==> src/rtl/sff_regs.svh <==
/*
 * Constants of the sequencer fault-flag block: register offsets, flag bit
 * positions, reset values and slot timing.
 * Assumes a 40 MHz system clock and 32-bit APB register access.
 */
// Functional notes
// Any interrupt source firing also sets the internal fault flag, which drives the interrupt and is cleared by writing one.
// An emergency power-down sets its flag, which pulls both the reset output and the interrupt output.
// A watchdog violation sets its flag; it drives the interrupt, and the reset output only when configured to.
// A packet check miscompare on the serial bus sets its flag, which drives the interrupt output.
// A faulty enable-output readback sets its flag, which drives both interrupt and reset outputs.
// A reset or interrupt pin readback mismatch sets its flag, which drives only the interrupt output.
// A failed self test sets its flag, which drives both interrupt and reset outputs.
// A register CRC fault sets its flag and drives the interrupt; only the host clears it.
// An uncorrectable memory error on load sets its flag, which drives both interrupt and reset outputs.
// A short press on the power button sets its flag, which drives both reset and interrupt outputs.
// Sequencing starts on active, sleep, alarm wake, forced shutdown, and enabled button, power-down or reset inputs.
// Slot one is the earliest slot; an output assigned to it toggles in the first slot after the trigger.
// Each flag stays set until the host writes one to it, and the interrupt holds while a routed flag is set.
`ifndef SFF_REGS_SVH
`define SFF_REGS_SVH

// ----------------------------------------------------------------
// register offsets
// ----------------------------------------------------------------
`define SFF_OFS_FLAGS     12'h000
`define SFF_OFS_MASK      12'h004
`define SFF_OFS_CONFIG    12'h008
`define SFF_OFS_STATUS    12'h00C
`define SFF_OFS_SLOTS     12'h010

// ----------------------------------------------------------------
// flag bit positions
// ----------------------------------------------------------------
`define SFF_NFLAGS        14
`define SFF_B_INTERNAL    0
`define SFF_B_EMPD        1
`define SFF_B_WDOG        2
`define SFF_B_PEC         3
`define SFF_B_ALARM       4
`define SFF_B_ENABLE      5
`define SFF_B_OSC         6
`define SFF_B_PINS        7
`define SFF_B_BIST        8
`define SFF_B_LDO         9
`define SFF_B_THERMAL     10
`define SFF_B_CRC         11
`define SFF_B_DED         12
`define SFF_B_PRESS       13
// flags that also pull the reset output (watchdog added by config)
`define SFF_RST_ROUTE     14'h3722

// ----------------------------------------------------------------
// config fields and reset values
// ----------------------------------------------------------------
`define SFF_C_WDOG_RST    0
`define SFF_C_BTN_EN      1
`define SFF_C_EMPD_EN     2
`define SFF_C_XRST_EN     3
`define SFF_C_FSHDN_LO    4
`define SFF_MASK_RST      14'h3FFF
`define SFF_CONFIG_RST    6'h00
`define SFF_SLOTS_RST     20'h54321

// ----------------------------------------------------------------
// slot timing
// ----------------------------------------------------------------
`define SFF_CLK_NS        25
`define SFF_SLOT_NS       1000
`define SFF_SLOT_CYC      ((`SFF_SLOT_NS + `SFF_CLK_NS - 1) / `SFF_CLK_NS)
`define SFF_LAST_SLOT     4'hF

`endif

==> src/rtl/sff_pkg.sv <==
/*
 * Types of the sequencer fault-flag block.
 * Assumes sff_regs.svh for the numeric constants.
 */
package sff_pkg;

    // ----------------------------------------------------------------
    // fault and event sources, each a one-cycle pulse
    // ----------------------------------------------------------------
    typedef struct packed {
        logic short_press;
        logic double_error;
        logic register_crc;
        logic thermal;
        logic regulator;
        logic self_test;
        logic pin_readback;
        logic oscillator;
        logic enable_readback;
        logic alarm;
        logic packet_check;
        logic watchdog;
        logic emergency_pd;
    } sff_event_s;

    // ----------------------------------------------------------------
    // sequencer states
    // ----------------------------------------------------------------
    typedef enum logic [1:0] {
        SFF_IDLE = 2'b01,
        SFF_RUN  = 2'b10
    } sff_seq_e;

endpackage

==> src/rtl/sff_top.sv <==
/*
 * Sequencer fault flags: sticky W1C flags, interrupt and reset routing,
 * and the trigger and slot logic that steps the output enables.
 * Assumes an APB master on the same clock and synchronous pin inputs.
 */
// The APB register port and the address map were left to the implementer.
`timescale 1ns/1ps
`default_nettype none
`include "sff_regs.svh"

module sff_top #(
    parameter int N_RAILS = 4
) (
    // clock and reset
    input  wire logic                 sys_clk,
    input  wire logic                 rstn,
    // apb slave
    input  wire logic                 psel,
    input  wire logic                 penable,
    input  wire logic                 pwrite,
    input  wire logic [11:0]          paddr,
    input  wire logic [31:0]          pwdata,
    output logic                      pready,
    output logic [31:0]               prdata,
    output logic                      pslverr,
    // fault and event sources
    input  wire sff_pkg::sff_event_s  events,
    // trigger pins
    input  wire logic                 active_in,
    input  wire logic                 sleep_in,
    input  wire logic                 power_button_n,
    input  wire logic                 emergency_pd_in_n,
    input  wire logic                 external_reset_in_n,
    // outputs
    output logic [N_RAILS-1:0]        rail_enable_out,
    output logic                      slow_clock_out,
    output logic                      interrupt_out_n,
    output logic                      reset_out_n
);
    import sff_pkg::*;

    localparam int NOUT   = N_RAILS + 1;
    localparam int SLOT_W = 4 * NOUT;

    // ----------------------------------------------------------------
    // declarations
    // ----------------------------------------------------------------
    logic [`SFF_NFLAGS-1:0] flags;
    logic [`SFF_NFLAGS-1:0] mask;
    logic [5:0]             config_r;
    logic [4*NOUT-1:0]      slots;
    logic [`SFF_NFLAGS-1:0] set_vec;
    logic [`SFF_NFLAGS-1:0] clr_vec;
    logic [`SFF_NFLAGS-1:0] rst_route;
    logic                   wr_en;
    logic                   rd_setup;
    logic [31:0]            next_rdata;
    logic                   next_err;
    logic                   mapped;
    logic                   active_q;
    logic                   sleep_q;
    logic                   empd_q;
    logic                   xrst_q;
    logic                   up_trig;
    logic                   down_trig;
    logic                   fshdn_trig;
    sff_seq_e               state;
    logic                   dir_up;
    logic [3:0]             slot;
    logic [15:0]            timer;
    logic                   slot_tick;
    logic [NOUT-1:0]        out_lvl;
    logic [NOUT-1:0]        next_lvl;

    // ----------------------------------------------------------------
    // apb decode
    // ----------------------------------------------------------------
    assign wr_en    = psel & penable & pready & pwrite & ~pslverr;
    assign rd_setup = psel & ~penable;

    always_comb
    begin
        mapped     = 1'b1;
        next_rdata = 32'h0000_0000;
        case (paddr)
            `SFF_OFS_FLAGS:  next_rdata[`SFF_NFLAGS-1:0] = flags;
            `SFF_OFS_MASK:   next_rdata[`SFF_NFLAGS-1:0] = mask;
            `SFF_OFS_CONFIG: next_rdata[5:0] = config_r;
            `SFF_OFS_STATUS: next_rdata = {22'h000000, (state == SFF_RUN), dir_up, slot,
                                           ~reset_out_n, ~interrupt_out_n, 2'b00};
            `SFF_OFS_SLOTS:  next_rdata[4*NOUT-1:0] = slots;
            default:         mapped = 1'b0;
        endcase
        next_err = ~mapped;
    end

    // zero-wait slave: answer in the first access cycle
    always_ff @(posedge sys_clk or negedge rstn)
    begin
        if (!rstn)
        begin
            pready  <= 1'b0;
            prdata  <= 32'h0000_0000;
            pslverr <= 1'b0;
        end
        else
        begin
            pready  <= rd_setup;
            pslverr <= rd_setup & next_err;
            if (rd_setup & ~pwrite)
                prdata <= next_rdata;
        end
    end

    // ----------------------------------------------------------------
    // control registers
    // ----------------------------------------------------------------
    always_ff @(posedge sys_clk or negedge rstn)
    begin
        if (!rstn)
        begin
            mask     <= `SFF_MASK_RST;
            config_r <= `SFF_CONFIG_RST;
            slots    <= SLOT_W'(`SFF_SLOTS_RST);
        end
        else if (wr_en)
        begin
            if (paddr == `SFF_OFS_MASK)
                mask <= pwdata[`SFF_NFLAGS-1:0];
            if (paddr == `SFF_OFS_CONFIG)
                config_r <= pwdata[5:0];
            if (paddr == `SFF_OFS_SLOTS)
                slots <= pwdata[4*NOUT-1:0];
        end
    end

    // ----------------------------------------------------------------
    // sticky flags
    // ----------------------------------------------------------------
    always_comb
    begin
        set_vec = '0;
        // emergency power-down
        set_vec[`SFF_B_EMPD]    = events.emergency_pd;
        // watchdog violation
        set_vec[`SFF_B_WDOG]    = events.watchdog;
        // packet check miscompare
        set_vec[`SFF_B_PEC]     = events.packet_check;
        set_vec[`SFF_B_ALARM]   = events.alarm;
        // enable readback fault
        set_vec[`SFF_B_ENABLE]  = events.enable_readback;
        set_vec[`SFF_B_OSC]     = events.oscillator;
        // pin readback mismatch
        set_vec[`SFF_B_PINS]    = events.pin_readback;
        // self test failure
        set_vec[`SFF_B_BIST]    = events.self_test;
        set_vec[`SFF_B_LDO]     = events.regulator;
        set_vec[`SFF_B_THERMAL] = events.thermal;
        // crc checker only sets
        set_vec[`SFF_B_CRC]     = events.register_crc;
        // uncorrectable load error
        set_vec[`SFF_B_DED]     = events.double_error;
        // button short press
        set_vec[`SFF_B_PRESS]   = events.short_press;
        // any source, aggregate flag
        set_vec[`SFF_B_INTERNAL] = |set_vec;
    end

    assign clr_vec = (wr_en && paddr == `SFF_OFS_FLAGS) ? pwdata[`SFF_NFLAGS-1:0] : '0;

    // set wins over a same-cycle clear
    always_ff @(posedge sys_clk or negedge rstn)
    begin
        if (!rstn)
            flags <= '0;
        else
            flags <= (flags & ~clr_vec) | set_vec;
    end

    // ----------------------------------------------------------------
    // interrupt and reset outputs
    // ----------------------------------------------------------------
    // watchdog reaches reset only when configured
    always_comb
    begin
        rst_route = `SFF_RST_ROUTE;
        rst_route[`SFF_B_WDOG] = config_r[`SFF_C_WDOG_RST];
    end

    // mask gates the interrupt only; reset routing cannot be masked
    always_ff @(posedge sys_clk or negedge rstn)
    begin
        if (!rstn)
        begin
            interrupt_out_n <= 1'b1;
            reset_out_n     <= 1'b0;
        end
        else
        begin
            // interrupt held while flag set
            interrupt_out_n <= ~|(flags & mask);
            // reset from routed flags
            reset_out_n     <= ~|(flags & rst_route);
        end
    end

    // ----------------------------------------------------------------
    // sequencing triggers
    // ----------------------------------------------------------------
    always_ff @(posedge sys_clk or negedge rstn)
    begin
        if (!rstn)
        begin
            active_q <= 1'b0;
            sleep_q  <= 1'b0;
            empd_q   <= 1'b1;
            xrst_q   <= 1'b1;
        end
        else
        begin
            active_q <= active_in;
            sleep_q  <= sleep_in;
            empd_q   <= emergency_pd_in_n;
            xrst_q   <= external_reset_in_n;
        end
    end

    assign fshdn_trig = wr_en && paddr == `SFF_OFS_CONFIG && pwdata[`SFF_C_FSHDN_LO+1:`SFF_C_FSHDN_LO] != 2'b00;

    // hardware and software triggers
    assign up_trig   = (active_in & ~active_q) | (sleep_in & ~sleep_q) | events.alarm
                     | (config_r[`SFF_C_BTN_EN] & ~power_button_n & events.short_press);
    assign down_trig = (~active_in & active_q) | (~sleep_in & sleep_q) | fshdn_trig
                     | (config_r[`SFF_C_EMPD_EN] & ~emergency_pd_in_n & empd_q)
                     | (config_r[`SFF_C_XRST_EN] & ~external_reset_in_n & xrst_q);

    // ----------------------------------------------------------------
    // slot sequencer
    // ----------------------------------------------------------------
    assign slot_tick = (state == SFF_RUN) && timer == 16'h0000;

    // down wins when both arrive together, the safer direction
    always_ff @(posedge sys_clk or negedge rstn)
    begin
        if (!rstn)
        begin
            state  <= SFF_IDLE;
            dir_up <= 1'b0;
            slot   <= 4'h0;
            timer  <= 16'h0000;
        end
        else if (up_trig | down_trig)
        begin
            state  <= SFF_RUN;
            dir_up <= ~down_trig;
            slot   <= 4'h0;
            timer  <= 16'(`SFF_SLOT_CYC - 1);
        end
        else
        begin
            case (state)
                SFF_IDLE:
                begin
                    timer <= 16'h0000;
                end
                SFF_RUN:
                begin
                    if (slot_tick)
                    begin
                        slot  <= slot + 4'h1;
                        timer <= 16'(`SFF_SLOT_CYC - 1);
                        if (slot + 4'h1 == `SFF_LAST_SLOT)
                            state <= SFF_IDLE;
                    end
                    else
                        timer <= timer - 16'h0001;
                end
                default:
                begin
                    state <= SFF_IDLE;
                end
            endcase
        end
    end

    // per output: field 0 never moves, field 1 moves at the first slot end
    genvar g;
    generate
        for (g = 0; g < NOUT; g++)
        begin : g_out
            // slot one is first after trigger
            assign next_lvl[g] = (slot_tick && slots[4*g +: 4] == slot + 4'h1) ? dir_up : out_lvl[g];
        end
    endgenerate

    always_ff @(posedge sys_clk or negedge rstn)
    begin
        if (!rstn)
            out_lvl <= '0;
        else
            out_lvl <= next_lvl;
    end

    // slow clock is shown as its gate level only
    assign rail_enable_out = out_lvl[N_RAILS-1:0];
    assign slow_clock_out  = out_lvl[N_RAILS];

endmodule
`default_nettype wire

==> config.mk <==
export PLATFORM = sky130hd
export DESIGN_NAME = sff_top
export DESIGN_NICKNAME = d
export VERILOG_FILES = /design/src/rtl/sff_pkg.sv /design/src/rtl/sff_top.sv
export VERILOG_INCLUDE_DIRS = /design/src /design/src/rtl
export SDC_FILE = /design/constraint.sdc
export NUM_CORES = 1
export LEC_CHECK = 0
export BUFFER_PORTS_ARGS = -buffer_cell sky130_fd_sc_hd__buf_2
export CAP_MARGIN = 30
export CORE_MARGIN = 2
export CORE_UTILIZATION = 35
export DETAILED_ROUTE_END_ITERATION = 8
export GPL_TIMING_DRIVEN = 0
export PLACE_DENSITY = 0.6
export SYNTH_ARGS = -nofsm -noshare
export SYNTH_HDL_FRONTEND = slang
export SYNTH_SLANG_ARGS = --single-unit
==> constraint.sdc <==
create_clock -name sys_clk -period 6.1 [get_ports sys_clk]
set_clock_uncertainty 0.1 [all_clocks]
set_input_delay 0.915 -clock sys_clk [delete_from_list [all_inputs] [get_ports sys_clk]]
set_output_delay 0.915 -clock sys_clk [all_outputs]
set_load 0.1 [all_outputs]
==> flow_summary_export.csv, run 1 <==
group,metric,value,unit
outcome,status,"completed",
power,peakVddDrop,0.105,mV
global_routing,track_usage,0.184,
floorplanning,num_io_pins,108,
layout,final_common_cell,"buf_2",
layout,drive_above_1_share,0.337,
sta,finalSetupTns,0,ps
worst_setup_path,cp_slowest_cell,"or4_4",
worst_setup_path,critPathKind,"in -> reg",
worst_setup_path,r2r_slack,3410,ps
global_routing,grt-ovfl-total,0,
sta,worst_pin_slew,1010,ps
yosys,synth_seq_cells,110,
worst_setup_path,cp-start-kind,"input pin",
power,power_frac_seq,0.512,
clocking,cts_root_buf,"clkbuf_16",
worst_setup_path,max_stage_delay,530,ps
sta,hold-worst-slack,368,ps
worst_setup_path,crit_required,6240,ps
routing,drt_iter0_drc,257,
sta,final-setup-viol-count,0,
yosys,synth.distinct_cells,60,
sta,relSlewSlack,0.320,
power,total_power,1.44,mW
layout,layout.area.seq,0.00278,mm²
layout,fin_cells,848,
power,leakagePower,3.00,nW
worst_setup_path,cp_cell_sequence,"buf_2 -> or4_4 -> nor3_1 -> and3_1 -> buf_2 -> nor2b_1 -> buf_2 -> mux2_2",
floorplanning,coreArea,0.0158,mm²
power,p_int,1.06,mW
run,cap_violations,0,
clocking,htree_levels,3,
power,pwr-share-comb,0.089,
routing,viasPerCell,5.23,
routing,routed_wl,15100,µm
worst_setup_path,worstPathBufferInverterCount,3,
clocking,cts_tree,"yes",
yosys,yosys_most_used_dff,"dfrtp_1",
yosys,ys_seq_area_frac,0.496,
floorplanning,num_rows,46,
place,place_congestion,0.855,
place,hpwl,11200,µm
clocking,cts_max_path_buffers,2,
sta,max_freq,328,MHz
global_routing,antenna_found_initial,0,
layout,nets,698,
layout,multi_input_area,0.00261,mm²
routing,avgRoutedWirePerCell,17.8,µm
worst_setup_path,setup.worst_path.end_class,"flip-flop",
routing,drt_pre_antenna_iters,7,
yosys,syn_area,0.00561,mm²
sta,fin_crit,3040,ps
clocking,numCtsBuffers,9,
yosys,synth_top_area_cell,"dfrtp_1",
routing,ant_nets,0,
layout,num_antenna_cells,0,
routing,via_count,4432,
global_routing,grt_pass1_vias,4330,
worst_setup_path,critPathMaxFanout,10,
sta,setup_ws,3060,ps
floorplanning,dieHeight,131,µm
sta,maxSlewViolCount,0,
clocking,postCtsHoldBufs,0,
floorplanning,die_x,131,µm
worst_setup_path,arrival,3180,ps
yosys,synth_area_leaders,"dfrtp_1 38%, dfstp_2 12%, mux2_2 10%",
clocking,clock-sinks,110,
floorplanning,dieArea,0.0171,mm²
yosys,syn_area_per_cell,10.8,µm²
global_routing,grt_pass1_wl,23700,µm
hold_path,hp-class,"reg -> reg",
yosys,async_flop_share,1.00,
global_routing,grt_max_degree,70,
place,dpl.cell_count,831,
worst_setup_path,critPathTopFamily,"simple AND/OR/NAND/NOR gates",
power,switchingPower,0.382,mW
layout,fillerInstances,1584,
sta,rsz0062_at_grt,"false",
clocking,clkLatencyLatePin,360,ps
yosys,yosys_warnings,0,
power,clockPowerShare,0.399,
place,io_buffers,83,
place,place_ws,2700,ps
yosys,synth.top_cell.area_share,0.379,
clocking,path_clk_slew,80,ps
power,pwr_density_cell,217,mW/mm²
power,swShare,0.265,
clocking,post_cts_buffers,0,
yosys,synth_cells,520,
yosys,synth_edf_count,0,
routing,drc,0,
clocking,cts_resized,0,
layout,final_cell_mix,"86 x buf_2, 85 x dfrtp_1, 61 x nand2_1, 50 x mux2_2, 29 x nor2_1",
layout,area_delta_synth_final,18.6,%
sta,period_share,0.499,
worst_setup_path,cpMostUsedCell,"buf_2",
sta,finalHoldViolations,0,
floorplanning,start_util,0.356,
layer usage:
layer	wire [µm]	up-vias	track usage	part of all wire
met3	777	17	0.0399	0.052
met4	227	0	0.0601	0.015
met2	7260	149	0.297	0.48
met1	6810	2194	0.248	0.45
li1	-	2072	-	-
met5	0	-	0	0
cells by family (layout without fill, tap and decap cells):
family | count (synthesis) | in the layout | synth area share
multiplexers | 56 | 56 | 0.118
AO/OA/AOI/OAI | 92 | 92 | 0.112
adder cells (fa/ha/maj) | 5 | 5 | 0.0107
buffers and inverters | 48 | 149 | 0.0472
other | 1 | 12 | 0.000668
XOR/XNOR | 26 | 26 | 0.0406
flip-flops | 110 | 110 | 0.496
AND/OR/NAND/NOR | 182 | 182 | 0.175
synthesized netlist by cell type, drive strengths merged (4+ instances only):
cell type / n
mux2: 50
a21o: 15
a222oi: 4
nor4: 12
nor2: 29
nor4b: 5
a21oi: 11
or4: 4
nand3: 27
a221oi: 6
clkbuf: 10
inv: 13
nand2b: 4
buf: 25
xnor2: 8
o21ai: 22
nor3: 16
nand3b: 4
nor2b: 4
dfstp: 25
dfrtp: 85
ha: 4
xor2: 18
nand4: 4
a22oi: 18
nand2: 61
tightest hold or removal path, stage by stage (launching register included):
cell and delay (ps):
dfrtp_1 350, nand2_1 50, nand2_1 50
path summary, 6_finish.rpt:
| path | from | end | cells past startpoint |
|---|---|---|---|
| min in group asynchronous | rstn | flags[1] | 1 |
| setup reg to reg | slot[0] | out_lvl[0] | 6 |
| max in group asynchronous | rstn | slots[14] | 2 |
| setup / recovery | paddr[1] | slots[1] | 8 |
| hold / removal | prdata[16] | prdata[16] | 2 |
| hold reg to reg | prdata[16] | prdata[16] | 2 |
power by group through the flow:
stage,Clock [mW],Combinational [mW],Sequential [mW]
floorplan,0,0.0627,0.764
global placement,0,0.125,0.753
detailed placement,0,0.128,0.753
CTS,0.587,0.129,0.739
global route,0.620,0.138,0.740
finish,0.576,0.128,0.739
layout make-up:
cell class                      instances  share of cell area
Sequential cell                       110               0.418
Multi-Input combinational cell        373               0.391
Timing Repair Buffer                   85              0.0680
Tap cell                              216              0.0406
Clock buffer                           11              0.0364
Buffer                                 35              0.0325
Inverter                               13             0.00733
Clock inverter                          5             0.00582
per-stage QoR:
stage	area, µm²	util
2_1_floorplan	5660	-
3_3_place_gp	6340	0.402
3_5_place_dp	6370	0.404
4_1_cts	6650	0.422
5_1_grt	6660	0.422
6_report	6660	0.422
sequential cells by signal (all words and copies together), names as in the netlist:
signal and count:
prdata 20, slots 20, timer 16, flags 14, mask 14, config_r 6, out_lvl 5, slot 4
state 2, active_q 1, dir_up 1, empd_q 1, interrupt_out_n 1, pready 1, pslverr 1, reset_out_n 1
sleep_q 1, xrst_q 1
Note: power is estimated with default switching activity, not from simulation.
==> inputs of run 2 (changes only) <==
- clock period: 6.1 -> 2.83 ns (I/O delays scaled with it)
==> flow_summary_export.csv, run 2 (synthesis gave the netlist of run 1 again) <==
group,metric,value,unit
power,switchingPower,0.824,mW
worst_setup_path,critPathKind,"in -> reg",
worst_setup_path,r2r_slack,270,ps
hold_path,hp-class,"in -> reg",
floorplanning,num_io_pins,108,
sta,worst_pin_slew,987,ps
floorplanning,coreArea,0.0158,mm²
sta,period_share,0.907,
worst_setup_path,cp_slowest_cell,"or4_4",
worst_setup_path,cpMostUsedCell,"buf_2",
global_routing,track_usage,0.184,
layout,final_common_cell,"buf_2",
floorplanning,die_x,131,µm
place,hpwl,11200,µm
clocking,cts_root_buf,"clkbuf_16",
clocking,clkLatencyLatePin,360,ps
worst_setup_path,r2r-start,"timer[0]",
sta,relSlewSlack,0.337,
routing,drt_iter0_drc,248,
worst_setup_path,setup.worst_path.end_class,"flip-flop",
worst_setup_path,timing.rr.end,"out_lvl[1]",
routing,drt_pre_antenna_iters,6,
routing,viasPerCell,5.20,
global_routing,grt_pass1_vias,4332,
layout,num_antenna_cells,0,
floorplanning,num_rows,46,
global_routing,antenna_found_initial,0,
power,pwr_density_cell,465,mW/mm²
routing,avgRoutedWirePerCell,17.8,µm
worst_setup_path,r2r_cells,8,
sta,rsz0062_at_grt,"false",
clocking,numCtsBuffers,9,
hold_path,hp-start,"emergency_pd_in_n",
sta,maxSlewViolCount,0,
sta,max_freq,389,MHz
sta,final-setup-viol-count,0,
power,leakagePower,3.02,nW
worst_setup_path,startpoint,"paddr[1]",
power,power_frac_seq,0.512,
clocking,cts_max_path_buffers,2,
power,peakVddDrop,0.226,mV
worst_setup_path,max_stage_delay,530,ps
clocking,htree_levels,3,
layout,drive_above_1_share,0.343,
layout,reg_top3,"prdata x20, slots x20, timer x16",
run,cap_violations,0,
clocking,cts_tree,"yes",
layout,final_cell_mix,"86 x buf_2, 85 x dfrtp_1, 60 x nand2_1, 50 x mux2_2, 29 x nor2_1",
sta,finalSetupTns,0,ps
hold_path,holdPathEnd,"empd_q",
hold_path,hold_path_depth,1,
power,p_int,2.29,mW
place,place_congestion,0.855,
place,io_buffers,83,
floorplanning,start_util,0.356,
routing,via_count,4414,
worst_setup_path,arrival,2700,ps
routing,routed_wl,15100,µm
power,total_power,3.11,mW
routing,ant_nets,0,
clocking,path_clk_slew,60,ps
worst_setup_path,critPathMaxFanout,10,
power,pwr-share-comb,0.089,
floorplanning,dieHeight,131,µm
layout,area_delta_synth_final,19.1,%
sta,fin_crit,2570,ps
floorplanning,dieArea,0.0171,mm²
clocking,clock-sinks,110,
layout,fillerInstances,1587,
global_routing,grt_max_degree,70,
worst_setup_path,cp_cell_sequence,"buf_2 -> or4_4 -> nor3_1 -> and3_1 -> buf_2 -> nor2b_1 -> buf_2 -> mux2_2",
worst_setup_path,cp-start-kind,"input pin",
sta,finalHoldViolations,0,
global_routing,grt_pass1_wl,23700,µm
power,clockPowerShare,0.399,
worst_setup_path,crit_required,2970,ps
power,swShare,0.265,
global_routing,grt-ovfl-total,0,
outcome,status,"completed",
layout,nets,699,
routing,drc,0,
[run 2: worst max path at each step]
stage / end / slack [ps] / cells past startpoint
6_report: slots[1] / 260 / 8
3_3_place_gp: prdata[16] / -60 / 1
5_1_grt: out_lvl[1] / 80 / 7
4_1_cts: out_lvl[1] / 100 / 6
2_1_floorplan: config_r[0] / 310 / 5
3_5_place_dp: slots[1] / -80 / 8
[run 2: per-layer routing]
metal,vias up,share of wire,track usage
li1,2068,-,-
met1,2200,0.46,0.248
met2,131,0.48,0.297
met3,15,0.045,0.0399
met4,0,0.014,0.0601
met5,-,0,0
[run 2: layout make-up]
cell class | instances | area (µm²) | area share
clock buffers | 11 | 243 | 0.0363
repair buffers | 86 | 463 | 0.0692
multi-input cells | 373 | 2620 | 0.392
flip-flops and latches | 110 | 2780 | 0.416
plain buffers | 35 | 218 | 0.0326
well taps | 216 | 270 | 0.0404
inverters | 13 | 48.8 | 0.00730
clock inverters | 5 | 38.8 | 0.00580
[run 2: critical path, delay by kind of cell]
kind,cells,cell delay (ps)
buffers and inverters,3,640
muxes,1,370
and+or+nand+nor,4,1250
[run 2: stage by stage]
step	hold slack [ps]	std cells	setup WS [ps]	instance area (µm²)	utilization
after detailed placement	359	831	-77.2	6370	0.404
final	78.8	849	262	6690	0.424
after global routing	68.9	849	77.1	6690	0.424
after global placement	350	830	-58.9	6340	0.402
after CTS	67.8	848	104	6660	0.422
after floorplan	28.9	531	309	5660	-
[run 2: power by group through the flow]
stage	registers [mW]	logic (mW)	clock network, mW
after floorplan	1.65	0.135	0
after global placement	1.62	0.270	0
after detailed placement	1.62	0.277	0
after CTS	1.59	0.279	1.27
after global routing	1.59	0.298	1.34
final	1.59	0.277	1.24
[run 2: timing repair]
| action | in CTS | in global routing |
|---|---|---|
| hold buffers | 1 | 0 |
| gates resized for setup | 0 | 5 |
| hold endpoints to repair | 30 | 0 |
| setup endpoints to repair | 0 | 5 |
| buffers inserted | 0 | 0 |
==> inputs of run 3 (changes only) <==
- ABC_AREA: default -> 1
- PLACE_DENSITY: 0.6 -> 0.59
==> flow_summary_export.csv, run 3 <==
group,metric,value,unit
yosys,synth_common_cells,"171 x nand2_1, 102 x inv_1, 85 x dfrtp_1",
floorplanning,die_x,134,µm
global_routing,grt_max_degree,61,
worst_setup_path,cp_cell_sequence,"buf_2 -> inv_1 -> ha_1 -> inv_1 -> nand2_1 -> nand4_1 -> a21oi_1 -> nand3_1 -> o21ai_1 -> inv_1",
yosys,synth.distinct_cells,44,
yosys,synth_top_area_cell,"dfrtp_1",
run,cap_violations,0,
layout,final_cell_mix,"171 x nand2_1, 102 x inv_1, 91 x buf_2, 85 x dfrtp_1, 53 x nand3_1",
layout,final_area,0.00700,mm²
yosys,yosys_most_used_dff,"dfrtp_1",
routing,drt_iter0_drc,394,
outcome,status,"completed",
place,io_buffers,83,
clocking,post_cts_buffers,0,
worst_setup_path,cp-start-kind,"flip-flop",
layout,reg_top3,"prdata x20, slots x20, timer x16",
sta,period_share,0.838,
yosys,synth_cells,737,
floorplanning,start_util,0.357,
worst_setup_path,critPathMaxFanout,10,
sta,finalSetupTns,0,ps
yosys,syn_area_per_cell,8.03,µm²
yosys,synth_seq_cells,110,
yosys,syn_area,0.00592,mm²
global_routing,antenna_found_initial,0,
floorplanning,dieHeight,134,µm
clocking,numCtsBuffers,9,
layout,nets,915,
power,leakagePower,3.73,nW
power,total_power,3.26,mW
sta,relSlewSlack,0.664,
yosys,synth_edf_count,0,
clocking,cts_resized,0,
power,pwr_density_cell,466,mW/mm²
routing,avgRoutedWirePerCell,15.1,µm
global_routing,grt_pass1_wl,26500,µm
floorplanning,num_rows,47,
power,peakVddDrop,0.393,mV
hold_path,hp-class,"in -> reg",
layout,area_delta_synth_final,18.2,%
clocking,postCtsHoldBufs,1,
sta,rsz0062_at_grt,"false",
place,place_congestion,0.820,
global_routing,track_usage,0.190,
routing,drc,0,
clocking,path_clk_slew,80,ps
worst_setup_path,crit_required,2980,ps
clocking,cts_tree,"yes",
yosys,synth.top_cell.area_share,0.359,
yosys,async_flop_share,1.00,
routing,drt_pre_antenna_iters,5,
routing,via_count,5143,
worst_setup_path,setup.worst_path.end_class,"flip-flop",
routing,ant_nets,0,
worst_setup_path,cp_slowest_cell,"ha_1",
worst_setup_path,max_stage_delay,450,ps
layout,drive_above_1_share,0.220,
worst_setup_path,critPathKind,"reg -> reg",
clocking,clock-sinks,110,
yosys,yosys_warnings,0,
clocking,cts_max_path_buffers,2,
sta,worst_pin_slew,504,ps
routing,routed_wl,16100,µm
yosys,ys_seq_area_frac,0.470,
floorplanning,num_io_pins,108,
routing,viasPerCell,4.81,
sta,final-setup-viol-count,0,
worst_setup_path,arrival,2520,ps
sta,finalHoldViolations,0,
place,hpwl,12200,µm
layout,num_antenna_cells,0,
global_routing,grt_pass1_vias,4907,
clocking,clkLatencyLatePin,360,ps
clocking,cts_root_buf,"clkbuf_16",
global_routing,grt-ovfl-total,0,
floorplanning,dieArea,0.0180,mm²
clocking,htree_levels,3,
sta,fin_crit,2370,ps
worst_setup_path,cpMostUsedCell,"inv_1",
place,dpl_cell_area,0.00668,mm²
sta,maxSlewViolCount,0,
layout,final_util,0.422,
sta,max_freq,422,MHz
yosys,synth_area_leaders,"dfrtp_1 36%, dfstp_2 11%, nand2_1 11%",
floorplanning,coreArea,0.0166,mm²
yosys,yosysMostFrequentCell,"nand2_1",
layout,final_common_cell,"nand2_1",
run 3: cell count changes after synthesis, sizes merged, moves of 7 or more:
cell | previous run | this run
nor4 | 12 | 2
inv | 13 | 107
a21o | 15 | 0
nand2 | 61 | 175
nand3 | 27 | 57
o22ai | 1 | 13
nor3 | 16 | 27
mux2 | 50 | 6
o21bai | 0 | 7
nor2 | 29 | 59
o21ai | 22 | 72
a22oi | 18 | 0
run 3: path summary, 6_finish.rpt:
kind	cells after the start	slack, ps	end	startpoint
hold / removal	1	70	empd_q	emergency_pd_in_n
max in group asynchronous	3	1450	slots[18]	rstn
setup / recovery	10	460	out_lvl[3]	slot[0]
setup reg to reg	10	460	out_lvl[3]	slot[0]
hold reg to reg	2	380	prdata[0]	prdata[0]
min in group asynchronous	2	470	flags[11]	rstn
run 3: metrics by stage:
stage / setup WS (ps) / hold WS [ps] / cells
after floorplan: 625 / 28.9 / 748
after global placement: -139 / 359 / 1051
after detailed placement: 482 / 313 / 1052
after CTS: 458 / 61.0 / 1069
after global routing: 300 / 62.4 / 1069
final: 458 / 70.4 / 1069
run 3: cell families after synthesis:
| group | share of synthesized area |
|---|---|
| AND/OR/NAND/NOR | 0.265 |
| buffers and inverters | 0.103 |
| other | 0.000634 |
| flip-flops | 0.470 |
| adder cells (fa/ha/maj) | 0.00846 |
| AO/OA/AOI/OAI | 0.109 |
| multiplexers | 0.0127 |
| XOR/XNOR | 0.0311 |
run 3: worst max-delay path, delay by kind of cell, from the launching register on:
family | cells | cell delay, ps
compound gates | 2 | 360
fa+ha+maj | 1 | 450
buf+inv | 4 | 610
flops | 1 | 390
simple gates | 3 | 340
run 3: power by group:
group / switching (mW) / internal (mW) / leakage, nW
clock: 0.599 / 0.714 / 0.146
combinational: 0.272 / 0.0795 / 2.25
sequential: 0.00868 / 1.59 / 1.33
run 3: cell type report:
type                            instances  area, µm²
Fill cell                            1759       9590
Sequential cell                       110       2780
Multi-Input combinational cell        498       2570
Timing Repair Buffer                   85        459
Inverter                              107        402
Tap cell                              220        275
Clock buffer                           11        243
Buffer                                 33        206
Clock inverter                          5       60.1
run 3: routing by layer:
layer  vias to the layer above  wire (µm)  GRT usage
met5                         -          0          0
met4                         0        155     0.0345
met3                        10       1100     0.0412
met2                       184       6990      0.283
met1                      2394       7890      0.286
li1                       2555          -          -
